File: config.mk
export PLATFORM = sky130hd
export DESIGN_NAME = asr_host
export DESIGN_NICKNAME = d
export VERILOG_FILES = /design/src/pkg/asr_pkg.sv /design/src/pkg/asr_tmr_if.sv /design/src/design/asr_timer.sv /design/src/design/asr_host.sv
export VERILOG_INCLUDE_DIRS = /design/src /design/src/pkg
export SDC_FILE = /design/constraint.sdc
export NUM_CORES = 1
export LEC_CHECK = 0
export BUFFER_PORTS_ARGS = -buffer_cell sky130_fd_sc_hd__buf_4
export CAP_MARGIN = 20
export CELL_PAD_IN_SITES_DETAIL_PLACEMENT = 1
export CELL_PAD_IN_SITES_GLOBAL_PLACEMENT = 2
export CORE_ASPECT_RATIO = 1.4
export CORE_MARGIN = 5
export CORE_UTILIZATION = 36
export DETAILED_ROUTE_END_ITERATION = 10
export PLACE_DENSITY_LB_ADDON = 0.1
export SETUP_SLACK_MARGIN = 0.2
export SLEW_MARGIN = 20
export SYNTH_ARGS = -nofsm -noshare
export SYNTH_HDL_FRONTEND = slang
export SYNTH_SLANG_ARGS = --single-unit
File: constraint.sdc
create_clock -name core_clk -period 5.53 [get_ports core_clk]
set_clock_uncertainty 0.1 [all_clocks]
set_input_delay 0 -clock core_clk [delete_from_list [all_inputs] [get_ports core_clk]]
set_output_delay 0 -clock core_clk [all_outputs]
set_load 0.05 [all_outputs]
File: src/pkg/asr_map.svh
// Timing constants and bus widths for the asynchronous SRAM host
`ifndef ASR_MAP_SVH
`define ASR_MAP_SVH

// Clock period of core_clk in ns
`define ASR_CLK_NS      100
// Read access time from the last starting event, in ns
`define ASR_T_ACC_NS    120
// Write enable low pulse width, in ns (also covers data setup)
`define ASR_T_WP_NS     100
// Least access time rounds up to whole cycles
`define ASR_ACC_CYC     ((`ASR_T_ACC_NS + `ASR_CLK_NS - 1) / `ASR_CLK_NS)
// Least write pulse rounds up to whole cycles
`define ASR_WP_CYC      ((`ASR_T_WP_NS + `ASR_CLK_NS - 1) / `ASR_CLK_NS)
// Address setup cycles ahead of the write enable falling edge
`define ASR_AS_CYC      1
// Data hold cycles after the write enable rising edge
`define ASR_DH_CYC      1
// Flip-flops in the read data synchroniser
`define ASR_SYNC_CYC    2
// Width of the cycle timer
`define ASR_TMR_W       8
// Address and data widths of the SRAM bus
`define ASR_ADDR_W      17
`define ASR_DATA_W      16

`endif

File: src/pkg/asr_pkg.sv
// Types shared by the asynchronous SRAM host modules
`include "asr_map.svh"
package asr_pkg;

  // Bus sequencer states
  typedef enum logic [2:0]
  {
    ASR_IDLE,
    ASR_W_SETUP,
    ASR_W_PULSE,
    ASR_W_HOLD,
    ASR_R_WAIT
  } asr_fsm_t;

  // Complete register state of the bus sequencer
  typedef struct packed
  {
    asr_fsm_t                 fsm;       // Sequencer state
    logic [`ASR_ADDR_W-1:0]   addr;      // Address pins
    logic [`ASR_DATA_W-1:0]   dq_out;    // Write data pins
    logic                     dq_oe;     // Host drives data pins
    logic                     sel_lo;    // Low-active chip select
    logic                     sel_hi;    // High-active chip select
    logic                     oe_n;      // Output enable
    logic                     we_n;      // Write enable
    logic                     ube_n;     // Upper byte enable
    logic                     lbe_n;     // Lower byte enable
    logic                     ready;     // Request port can accept
    logic                     rd_valid;  // Read data pulse
    logic [`ASR_DATA_W-1:0]   rd_data;   // Captured read word
    logic                     wr_done;   // Write finished pulse
    logic [`ASR_DATA_W-1:0]   dq_s1;     // Data synchroniser stage one
    logic [`ASR_DATA_W-1:0]   dq_s2;     // Data synchroniser stage two
  } asr_state_t;

  // Cycle timer state
  typedef struct packed
  {
    logic [`ASR_TMR_W-1:0]    cnt;       // Remaining cycles
  } asr_tmr_state_t;

endpackage : asr_pkg

File: src/pkg/asr_tmr_if.sv
// Carrier between the bus sequencer and its cycle timer
`timescale 1ns/1ns
`include "asr_map.svh"
interface asr_tmr_if;
  logic                    load;      // Start a new interval
  logic [`ASR_TMR_W-1:0]   load_val;  // Interval length minus one
  logic                    done;      // Interval has run out

  // Sequencer side
  modport ctl (output load, output load_val, input done);
  // Timer side
  modport tmr (input load, input load_val, output done);
endinterface : asr_tmr_if

File: src/design/asr_timer.sv
// Down counter that times the phases of each SRAM bus cycle
`timescale 1ns/1ns
`include "asr_map.svh"
module asr_timer
(
  input  wire logic  core_clk,
  input  wire logic  rst_n,
  asr_tmr_if.tmr     tmr
);

  asr_pkg::asr_tmr_state_t st_q;  // Registered timer state
  asr_pkg::asr_tmr_state_t st_d;  // Next timer state

  // Load on request, otherwise count down to zero and stay
  always_comb
  begin
    st_d = st_q;
    if (tmr.load)
    begin
      st_d.cnt = tmr.load_val;
    end
    else if (st_q.cnt != '0)
    begin
      st_d.cnt = st_q.cnt - `ASR_TMR_W'(1);
    end
  end

  // Register the timer state
  always_ff @(posedge core_clk or negedge rst_n)
  begin
    if (!rst_n)
      st_q <= '0;
    else
      st_q <= st_d;
  end

  // Interval expired
  assign tmr.done = (st_q.cnt == '0);

endmodule : asr_timer

File: src/design/asr_host.sv
// Host controller that runs read and write cycles on an asynchronous SRAM
//
// Overview of operation
// - Sample only after full access time elapses
// - Address changes only with WE or select inactive
// - Address stable before the last starting edge
// - Drive write data only after device outputs off
// - Data stable setup before, hold after end
`timescale 1ns/1ns
`include "asr_map.svh"
module asr_host
#(
  parameter int ACC_CYC = `ASR_ACC_CYC,  // Read access cycles
  parameter int WP_CYC  = `ASR_WP_CYC    // Write pulse cycles
)
(
  input  wire logic                   core_clk,
  input  wire logic                   rst_n,
  input  wire logic                   req_valid,
  input  wire logic                   req_write,
  input  wire logic [`ASR_ADDR_W-1:0] req_addr,
  input  wire logic [`ASR_DATA_W-1:0] req_wdata,
  input  wire logic [1:0]             req_be,
  output logic                        req_ready,
  output logic                        rd_valid,
  output logic [`ASR_DATA_W-1:0]      rd_data,
  output logic                        wr_done,
  output logic [`ASR_ADDR_W-1:0]      sram_addr,
  output logic                        sram_select_low_active,
  output logic                        sram_select_high_active,
  output logic                        sram_output_enable_n,
  output logic                        sram_write_enable_n,
  output logic                        upper_byte_enable_n,
  output logic                        lower_byte_enable_n,
  input  wire logic [`ASR_DATA_W-1:0] sram_dq_in,
  output logic [`ASR_DATA_W-1:0]      sram_dq_out,
  output logic                        sram_dq_oe
);

  // Read wait covers access time plus the synchroniser delay
  localparam int RD_CYC = ACC_CYC + `ASR_SYNC_CYC;

  asr_pkg::asr_state_t st_q;  // Registered sequencer state
  asr_pkg::asr_state_t st_d;  // Next sequencer state
  asr_tmr_if           tmr(); // Timer carrier

  // Interval length minus one, sized for the timer
  function automatic logic [`ASR_TMR_W-1:0] tmr_len(input int cyc);
    tmr_len = `ASR_TMR_W'(cyc - 1);
  endfunction : tmr_len

  // Phase timer
  asr_timer u_timer
  (
    .core_clk (core_clk),
    .rst_n    (rst_n),
    .tmr      (tmr.tmr)
  );

  // Sequencer next state and pin values
  always_comb
  begin
    st_d          = st_q;
    st_d.rd_valid = 1'b0;
    st_d.wr_done  = 1'b0;
    tmr.load      = 1'b0;
    tmr.load_val  = '0;
    // Two-stage synchroniser on the data pins
    st_d.dq_s1    = sram_dq_in;
    st_d.dq_s2    = st_q.dq_s1;
    case (st_q.fsm)
      asr_pkg::ASR_IDLE:
      begin
        // Address moves only while deselected with WE high
        if (req_valid)
        begin
          st_d.addr   = req_addr;
          st_d.sel_lo = 1'b0;
          st_d.sel_hi = 1'b1;
          st_d.ube_n  = ~req_be[1];
          st_d.lbe_n  = ~req_be[0];
          st_d.ready  = 1'b0;
          tmr.load    = 1'b1;
          if (req_write)
          begin
            // Outputs stay off (OE high), so driving data is safe
            st_d.dq_out  = req_wdata;
            st_d.dq_oe   = 1'b1;
            st_d.fsm     = asr_pkg::ASR_W_SETUP;
            tmr.load_val = tmr_len(`ASR_AS_CYC);
          end
          else
          begin
            // Read: WE high, OE low with both selects active
            st_d.oe_n    = 1'b0;
            st_d.fsm     = asr_pkg::ASR_R_WAIT;
            tmr.load_val = tmr_len(RD_CYC);
          end
        end
      end
      asr_pkg::ASR_W_SETUP:
      begin
        // Address already stable; WE falling is the last start edge
        if (tmr.done)
        begin
          st_d.we_n    = 1'b0;
          st_d.fsm     = asr_pkg::ASR_W_PULSE;
          tmr.load     = 1'b1;
          tmr.load_val = tmr_len(WP_CYC);
        end
      end
      asr_pkg::ASR_W_PULSE:
      begin
        // WE rising terminates the write; data held through it
        if (tmr.done)
        begin
          st_d.we_n    = 1'b1;
          st_d.fsm     = asr_pkg::ASR_W_HOLD;
          tmr.load     = 1'b1;
          tmr.load_val = tmr_len(`ASR_DH_CYC);
        end
      end
      asr_pkg::ASR_W_HOLD:
      begin
        // Hold data after the end edge, then release and deselect
        if (tmr.done)
        begin
          st_d.dq_oe   = 1'b0;
          st_d.sel_lo  = 1'b1;
          st_d.sel_hi  = 1'b0;
          st_d.ube_n   = 1'b1;
          st_d.lbe_n   = 1'b1;
          st_d.wr_done = 1'b1;
          st_d.ready   = 1'b1;
          st_d.fsm     = asr_pkg::ASR_IDLE;
        end
      end
      asr_pkg::ASR_R_WAIT:
      begin
        // Capture only after full access time plus synchroniser
        if (tmr.done)
        begin
          st_d.rd_data  = st_q.dq_s2;
          st_d.rd_valid = 1'b1;
          st_d.oe_n     = 1'b1;
          st_d.sel_lo   = 1'b1;
          st_d.sel_hi   = 1'b0;
          st_d.ube_n    = 1'b1;
          st_d.lbe_n    = 1'b1;
          st_d.ready    = 1'b1;
          st_d.fsm      = asr_pkg::ASR_IDLE;
        end
      end
      default:
      begin
        st_d.fsm = asr_pkg::ASR_IDLE;
      end
    endcase
  end

  // Register the sequencer state; bus idles deselected
  always_ff @(posedge core_clk or negedge rst_n)
  begin
    if (!rst_n)
    begin
      st_q         <= '0;
      st_q.fsm     <= asr_pkg::ASR_IDLE;
      st_q.sel_lo  <= 1'b1;
      st_q.oe_n    <= 1'b1;
      st_q.we_n    <= 1'b1;
      st_q.ube_n   <= 1'b1;
      st_q.lbe_n   <= 1'b1;
      st_q.ready   <= 1'b1;
    end
    else
    begin
      st_q <= st_d;
    end
  end

  // Outputs straight from the state flip-flops
  assign req_ready               = st_q.ready;
  assign rd_valid                = st_q.rd_valid;
  assign rd_data                 = st_q.rd_data;
  assign wr_done                 = st_q.wr_done;
  assign sram_addr               = st_q.addr;
  assign sram_select_low_active  = st_q.sel_lo;
  assign sram_select_high_active = st_q.sel_hi;
  assign sram_output_enable_n    = st_q.oe_n;
  assign sram_write_enable_n     = st_q.we_n;
  assign upper_byte_enable_n     = st_q.ube_n;
  assign lower_byte_enable_n     = st_q.lbe_n;
  assign sram_dq_out             = st_q.dq_out;
  assign sram_dq_oe              = st_q.dq_oe;

  // Cycles that output enable has been low, for the read check
  logic [7:0] oe_low_cnt_q;
  always_ff @(posedge core_clk or negedge rst_n)
  begin
    if (!rst_n)
      oe_low_cnt_q <= 8'h00;
    else if (st_q.oe_n)
      oe_low_cnt_q <= 8'h00;
    else if (oe_low_cnt_q != 8'hFF)
      oe_low_cnt_q <= oe_low_cnt_q + 8'h01;
  end
endmodule : asr_host

### Yosys cells after proc, flatten, opt, wreduce, memory -nomap -nowiden

Cells that the tools add are included.

| storage, ports and cells | value |
|---|---|
| word-level logic and storage cells | 79 |
| output and inout bits | 59 |
| bits of input ports | 55 |
| register bits after elaboration | 102 |

| cells by class | value |
|---|---|
| equality and inequality tests | 12 |
| add/sub/neg operators | 1 |
| bitwise gates (word level) | 2 |
| reductions and logical operators | 18 |
| mux-type cells | 29 |

Operator list:

| cell | number |
|---|---|
| 40-bit two-way mux | 1 |
| 17-bit two-way mux | 2 |
| 8-bit two-way mux | 4 |
| 3-bit two-way mux | 7 |
| 20-bit two-way mux | 1 |
| 4-bit AND reduction | 4 |
| 2-bit inequality test, second input constant | 7 |
| 3-bit case mux with 4 select lines | 1 |
| 3-bit case mux with 3 select lines | 1 |
| 8-bit zero test | 1 |
| 1-bit case mux with 2 select lines | 4 |
| 2-bit nonzero test | 4 |
| 8-bit nonzero test | 1 |
| 8-bit by 1-bit subtractor with 8-bit output, second input constant | 1 |
| 3-bit by 2-bit equality test with 1-bit output, second input constant | 2 |
| 1-bit two-way mux | 6 |
| 2-bit case mux with 3 select lines | 1 |
| 3-bit AND reduction | 2 |
| 2-bit AND reduction | 2 |
| 2-bit OR reduction | 2 |
| 3-bit by 1-bit equality test with 1-bit output, second input constant | 1 |
| 3-bit equality test, second input constant | 1 |
| 3-bit zero test | 1 |
| 3-bit nonzero test | 1 |
| 3 further kinds | 4 |

### Longest topological paths before layout

| logic depth | value |
|---|---|
| word-level depth | 4 |
| mapped depth | 6 |
| mapped depth without buffers | 5 |

### Modules after synthesis

Synthesis repeated with hierarchy kept, for this count alone.

| unflattened totals | value |
|---|---|
| cells, all modules | 293 |
| area, all modules | 4093.9 um^2 |

Modules (own cells, without submodules):

| module | area each (um^2) | times used | sequential area each (um^2) | cells an instance |
|---|---|---|---|---|
| asr_host | 3617.2 | 1 | 2359.8 | 239 |
| asr_timer | 476.7 | 1 | 200.2 | 54 |

### Least setup slack after synthesis

OpenSTA, ideal clock, no wires.

| timing | value |
|---|---|
| path kind | flip-flop to flip-flop |
| start | reg u_timer.st_q[0] in the netlist's numbering |
| end | reg st_q[92] in the netlist's numbering |
| cell stages (with the launch flop) | 6 |
| required time | 5.305 ns |
| period minus slack after synthesis | 1.931 ns |
| arrival | 1.706 ns |
| library setup time | 0.125 ns |
| path slack | 3.599 ns |
| path buffers | 0 |
| cell sequence | dfrtp_1 inv_1 ha_1 or3b_2 nor3_1 mux2_2 |

| on the way | value |
|---|---|
| longest elaborated chain between the ends | 3 |
| elaborated cells on any way between the ends | 5 |
| those cells by class | eq/ne (3); reduce/logical (2) |

Ends and longest elaborated chain:

| item | line | RTL |
|---|---|---|
| from (decl) | asr_timer.sv:11 | `asr_pkg::asr_tmr_state_t st_q;` |
| from (signal assigned) | asr_timer.sv:34 | `st_q <= st_d;` |
| 8-bit zero test * | asr_timer.sv:38 | `assign tmr.done = (st_q.cnt == '0);` |
| 2-bit inequality test (no source line) / 2-bit by 1-bit inequality test with 1-bit output (equally long branches) | n/a |  |
| 4-bit AND reduction (no source line) * | n/a |  |
| to (signal assigned) | asr_host.sv:177 | `st_q <= st_d;` |
| to (decl) | asr_host.sv:43 | `asr_pkg::asr_state_t st_q;` |

Every way passes the cells marked *; elsewhere a longest branch is shown, timed or not.
A chain may end at the register's enable or synchronous reset.

### Worst setup path after layout

| timing | value |
|---|---|
| start | reg st_q[93] in the netlist's numbering |
| end | reg st_q (netlist bit sram_dq_out[9]) |

| on the way | value |
|---|---|
| longest elaborated chain between the ends | 2 |

Ends and longest elaborated chain:

| item | line | RTL |
|---|---|---|
| 3-bit zero test | asr_host.sv:71 | `case (st_q.fsm)` |
| 3-bit AND reduction (no source line) | n/a |  |

No other way between the ends.

==> out/metrics.csv <==
stage,metric,value,unit
run_status,outcome,"finished, final reports clean",
grt,GRT met2 Usage,22.5,%
grt,initial antenna violation count,0,
routing,Detailed Route Iter0 Violations,77,
floorplanning,die area,13700,um^2
cells_and_area,ant diodes,0,
cells_and_area,Multi-input gate area,1100,um^2
synth,register area share after synthesis,62.2,%
placed_design,Port Buffer Count,113,
timing,unrepaired setup endpoints after global routing,false,
synth,Synth Warn #,0,
timing,Max-Slew Margin vs Limit,40.0,%
grt,grt met3 use,2.98,%
clocking,number of gates resized after CTS,0,
floorplanning,Initial Util,36.5,%
timing,max-slew violations,0,
timing,Final Setup Violations,0,
grt,GRT Overall Usage,13.9,%
flow_run,# Max-Cap Violations,0,
routing,DRT antenna net count,0,
grt,GR Layer Usage met1,17.6,%
cells_and_area,"most common cell after layout, fill and taps aside",buf_4,
critical_path,Setup crit end kind,register,
grt,pin count of the biggest net entering global routing,80,
synth,syn_area_per_cell,12.7,um^2
cells_and_area,synthesis-to-layout area growth,36.3,%
routing,vias per inst,4.55,
routing,First-pass DRT Iterations,4,
cells_and_area,nets,502,
clocking,clk slew on worst S/H paths,70,ps
timing,crit path time final,2510,ps
critical_path,CP max-delay cell,and2_1,
critical_path,Setup CP Type,register to register,
floorplanning,Die W,100,um
pwr,Comb pwr share,48.1,%
critical_path,WP data arrival,2640,ps
floorplanning,Ports,114,
critical_path,worst stage delay on the critical path,760,ps
pwr,sw frac,44.7,%
pwr,Flop pwr share,33.4,%
critical_path,"Cell Chain, Critical Path",nor4b_4 -> buf_4 -> and2_1 -> mux2_2,
clocking,worst skew pair latency,340,ps
hold_path,min-delay worst type,input pin to register,
timing,fmax,398,MHz
cells_and_area,share of cells above drive strength 1,40.1,%
floorplanning,die height,136,um
floorplanning,core area,11300,um^2
routing,total wire length,9080,um
pwr,peak supply drop,297,uV
synth,"Distinct cells, synth",43,
timing,Slew @ Worst Pin,897,ps
routing,detailed-route via count,2709,
synth,Mapped Cells,323,
synth,Post-synth EDFFs,0,
floorplanning,row count,46,
synth,synthesized area,4110,um^2
grt,vias in the first global route,2920,
clocking,Setup Buffers After CTS,0,
clocking,htree depth,3,
cells_and_area,Seq. cell area,2560,um^2
placed_design,GPL Wtd Cong,0.755,
clocking,cts bufs inserted,9,
pwr,sw power,0.00156,W
clocking,Root Buffer,clkbuf_16,
routing,routed len/inst,15.3,um
placed_design,hpwl dp,5930,um
pwr,Pleak,2.72,nW
timing,Fin. Hold Viols,0,
grt,GR peak layer,met2,
critical_path,critical path startpoint category,register,
pwr,clock share of power,18.5,%
synth,"FFs w/ async S/R, synth",100,%
clocking,Max Buffers Root-to-Sink,2,
cells_and_area,final core utilization,49.7,%
synth,Synth Register Bits,102,
routing,DRC viols,0,
cells_and_area,# fillers,1215,
grt,final global-route overflow total,0,
timing,setup TNS,0,ps
cells_and_area,most frequent cells in the layout,"buf_4, dfrtp_1, nand2_1, dlygate4sd3_1, mux2_2",
grt,first-pass GRT wire length,14900,um
clocking,cts hold-fix bufs,56,
clocking,CTS tree,built,
synth,"Top FF cell, synth",dfrtp_1,
critical_path,crit-path max FO,26,
critical_path,CP Data Required Time,5660,ps
timing,crit share post-route,45.4,%
synth,syn_nets,379,
pwr,Pint,0.00193,W
clocking,CTS sink cnt,102,
pwr,cell area power density,624,nW/um^2
## power groups by stage
stage                     Combinational [W]  Sequential (W)  Clock [W]
final                               0.00168         0.00117   0.000647
after global routing                0.00178         0.00121   0.000701
after floorplan                     0.00139         0.00120          0
after CTS                           0.00170         0.00117   0.000674
after detailed placement            0.00167         0.00118          0
after global placement              0.00164         0.00118          0
## sequential cells by signal, indices dropped and copies added (netlist names)
register                 flops
st_d                        16
upper_byte_enable_n          1
sram_dq_out                 16
rd_data                     16
lower_byte_enable_n          1
sram_dq_oe                   1
sram_write_enable_n          1
sram_select_low_active       1
u_timer.st_q                 8
sram_addr                   17
st_q                        19
wr_done                      1
rd_valid                     1
sram_select_high_active      1
sram_output_enable_n         1
req_ready                    1
## cells in the mapped netlist (all sizes together) (3+ instances only)
| library cell | n | area share, % |
|---|---|---|
| dfrtp | 96 | 58 |
| a21oi | 7 | 0.85 |
| nand2 | 58 | 5.3 |
| a31oi | 3 | 0.46 |
| inv | 7 | 0.64 |
| mux2 | 33 | 9.7 |
| or4 | 4 | 0.82 |
| nor2 | 5 | 0.46 |
| buf | 57 | 10 |
| o21ai | 6 | 0.73 |
| o211ai | 3 | 0.55 |
| dfstp | 6 | 3.8 |
| clkbuf | 3 | 0.27 |
| a211o | 3 | 0.64 |
## layer usage
metal  part of all wire, %  vias to the layer above
met3                   5.9                       15
met5                     0                        -
met2                    50                       73
met4                   1.7                        0
li1                      -                     1277
met1                    42                     1344
## final timing paths
path,to,depth (start not counted),from,slack [ps]
worst min register to register,st_q[1]$_DFF_PN0_,0,st_d[1]$_DFF_PN0_,250
min in group asynchronous,sram_dq_out[12]$_DFFE_PN0P_,3,rst_n,460
worst min-delay path,st_d[0]$_DFF_PN0_,2,sram_dq_in[0],210
worst max register to register,sram_dq_out[9]$_DFFE_PN0P_,4,st_q[93]$_DFFE_PN0P_,3020
worst max-delay path,sram_dq_out[9]$_DFFE_PN0P_,4,st_q[93]$_DFFE_PN0P_,3020
max in group asynchronous,sram_dq_out[5]$_DFFE_PN0P_,4,rst_n,3380
## logic make-up (layout without fill, tap and decap cells)
group                    count (synthesis)  in the layout  synth area share (%)
buffers and inverters                   67            195                  11.2
adder cells (fa/ha/maj)                  1              1                 0.304
AO/OA/AOI/OAI                           32             32                  5.35
multiplexers                            33             33                  9.67
XOR/XNOR                                 1              1                 0.213
AND/OR/NAND/NOR                         87             87                  11.0
flip-flops                             102            102                  62.2
## per-stage QoR
stage	worst slack (ps)	hold WS (ps)	cell area (um^2)	power [W]	std cells
4_1_cts	3000	189	5600	0.00355	595
6_report	3020	207	5610	0.00350	595
2_1_floorplan	3600	-396	4110	0.00259	323
3_3_place_gp	3070	-184	4730	0.00282	523
3_5_place_dp	3010	-178	4730	0.00285	523
5_1_grt	2880	193	5610	0.00369	595
## critical path: cells and delay by family (launching register included)
family,cells,cell delay (ps)
flops,1,530
simple gates,2,1020
mux,1,410
buf+inv,1,320
## area by class of cell
cell class	count	area share, %
clock buffers	9	4.02
clock inverters	7	1.45
inverters	7	0.469
multi-input cells	154	19.6
flip-flops and latches	102	45.7
well taps	144	3.21
repair buffers	172	25.6
No activity file was read; power rests on OpenSTA's default activity.
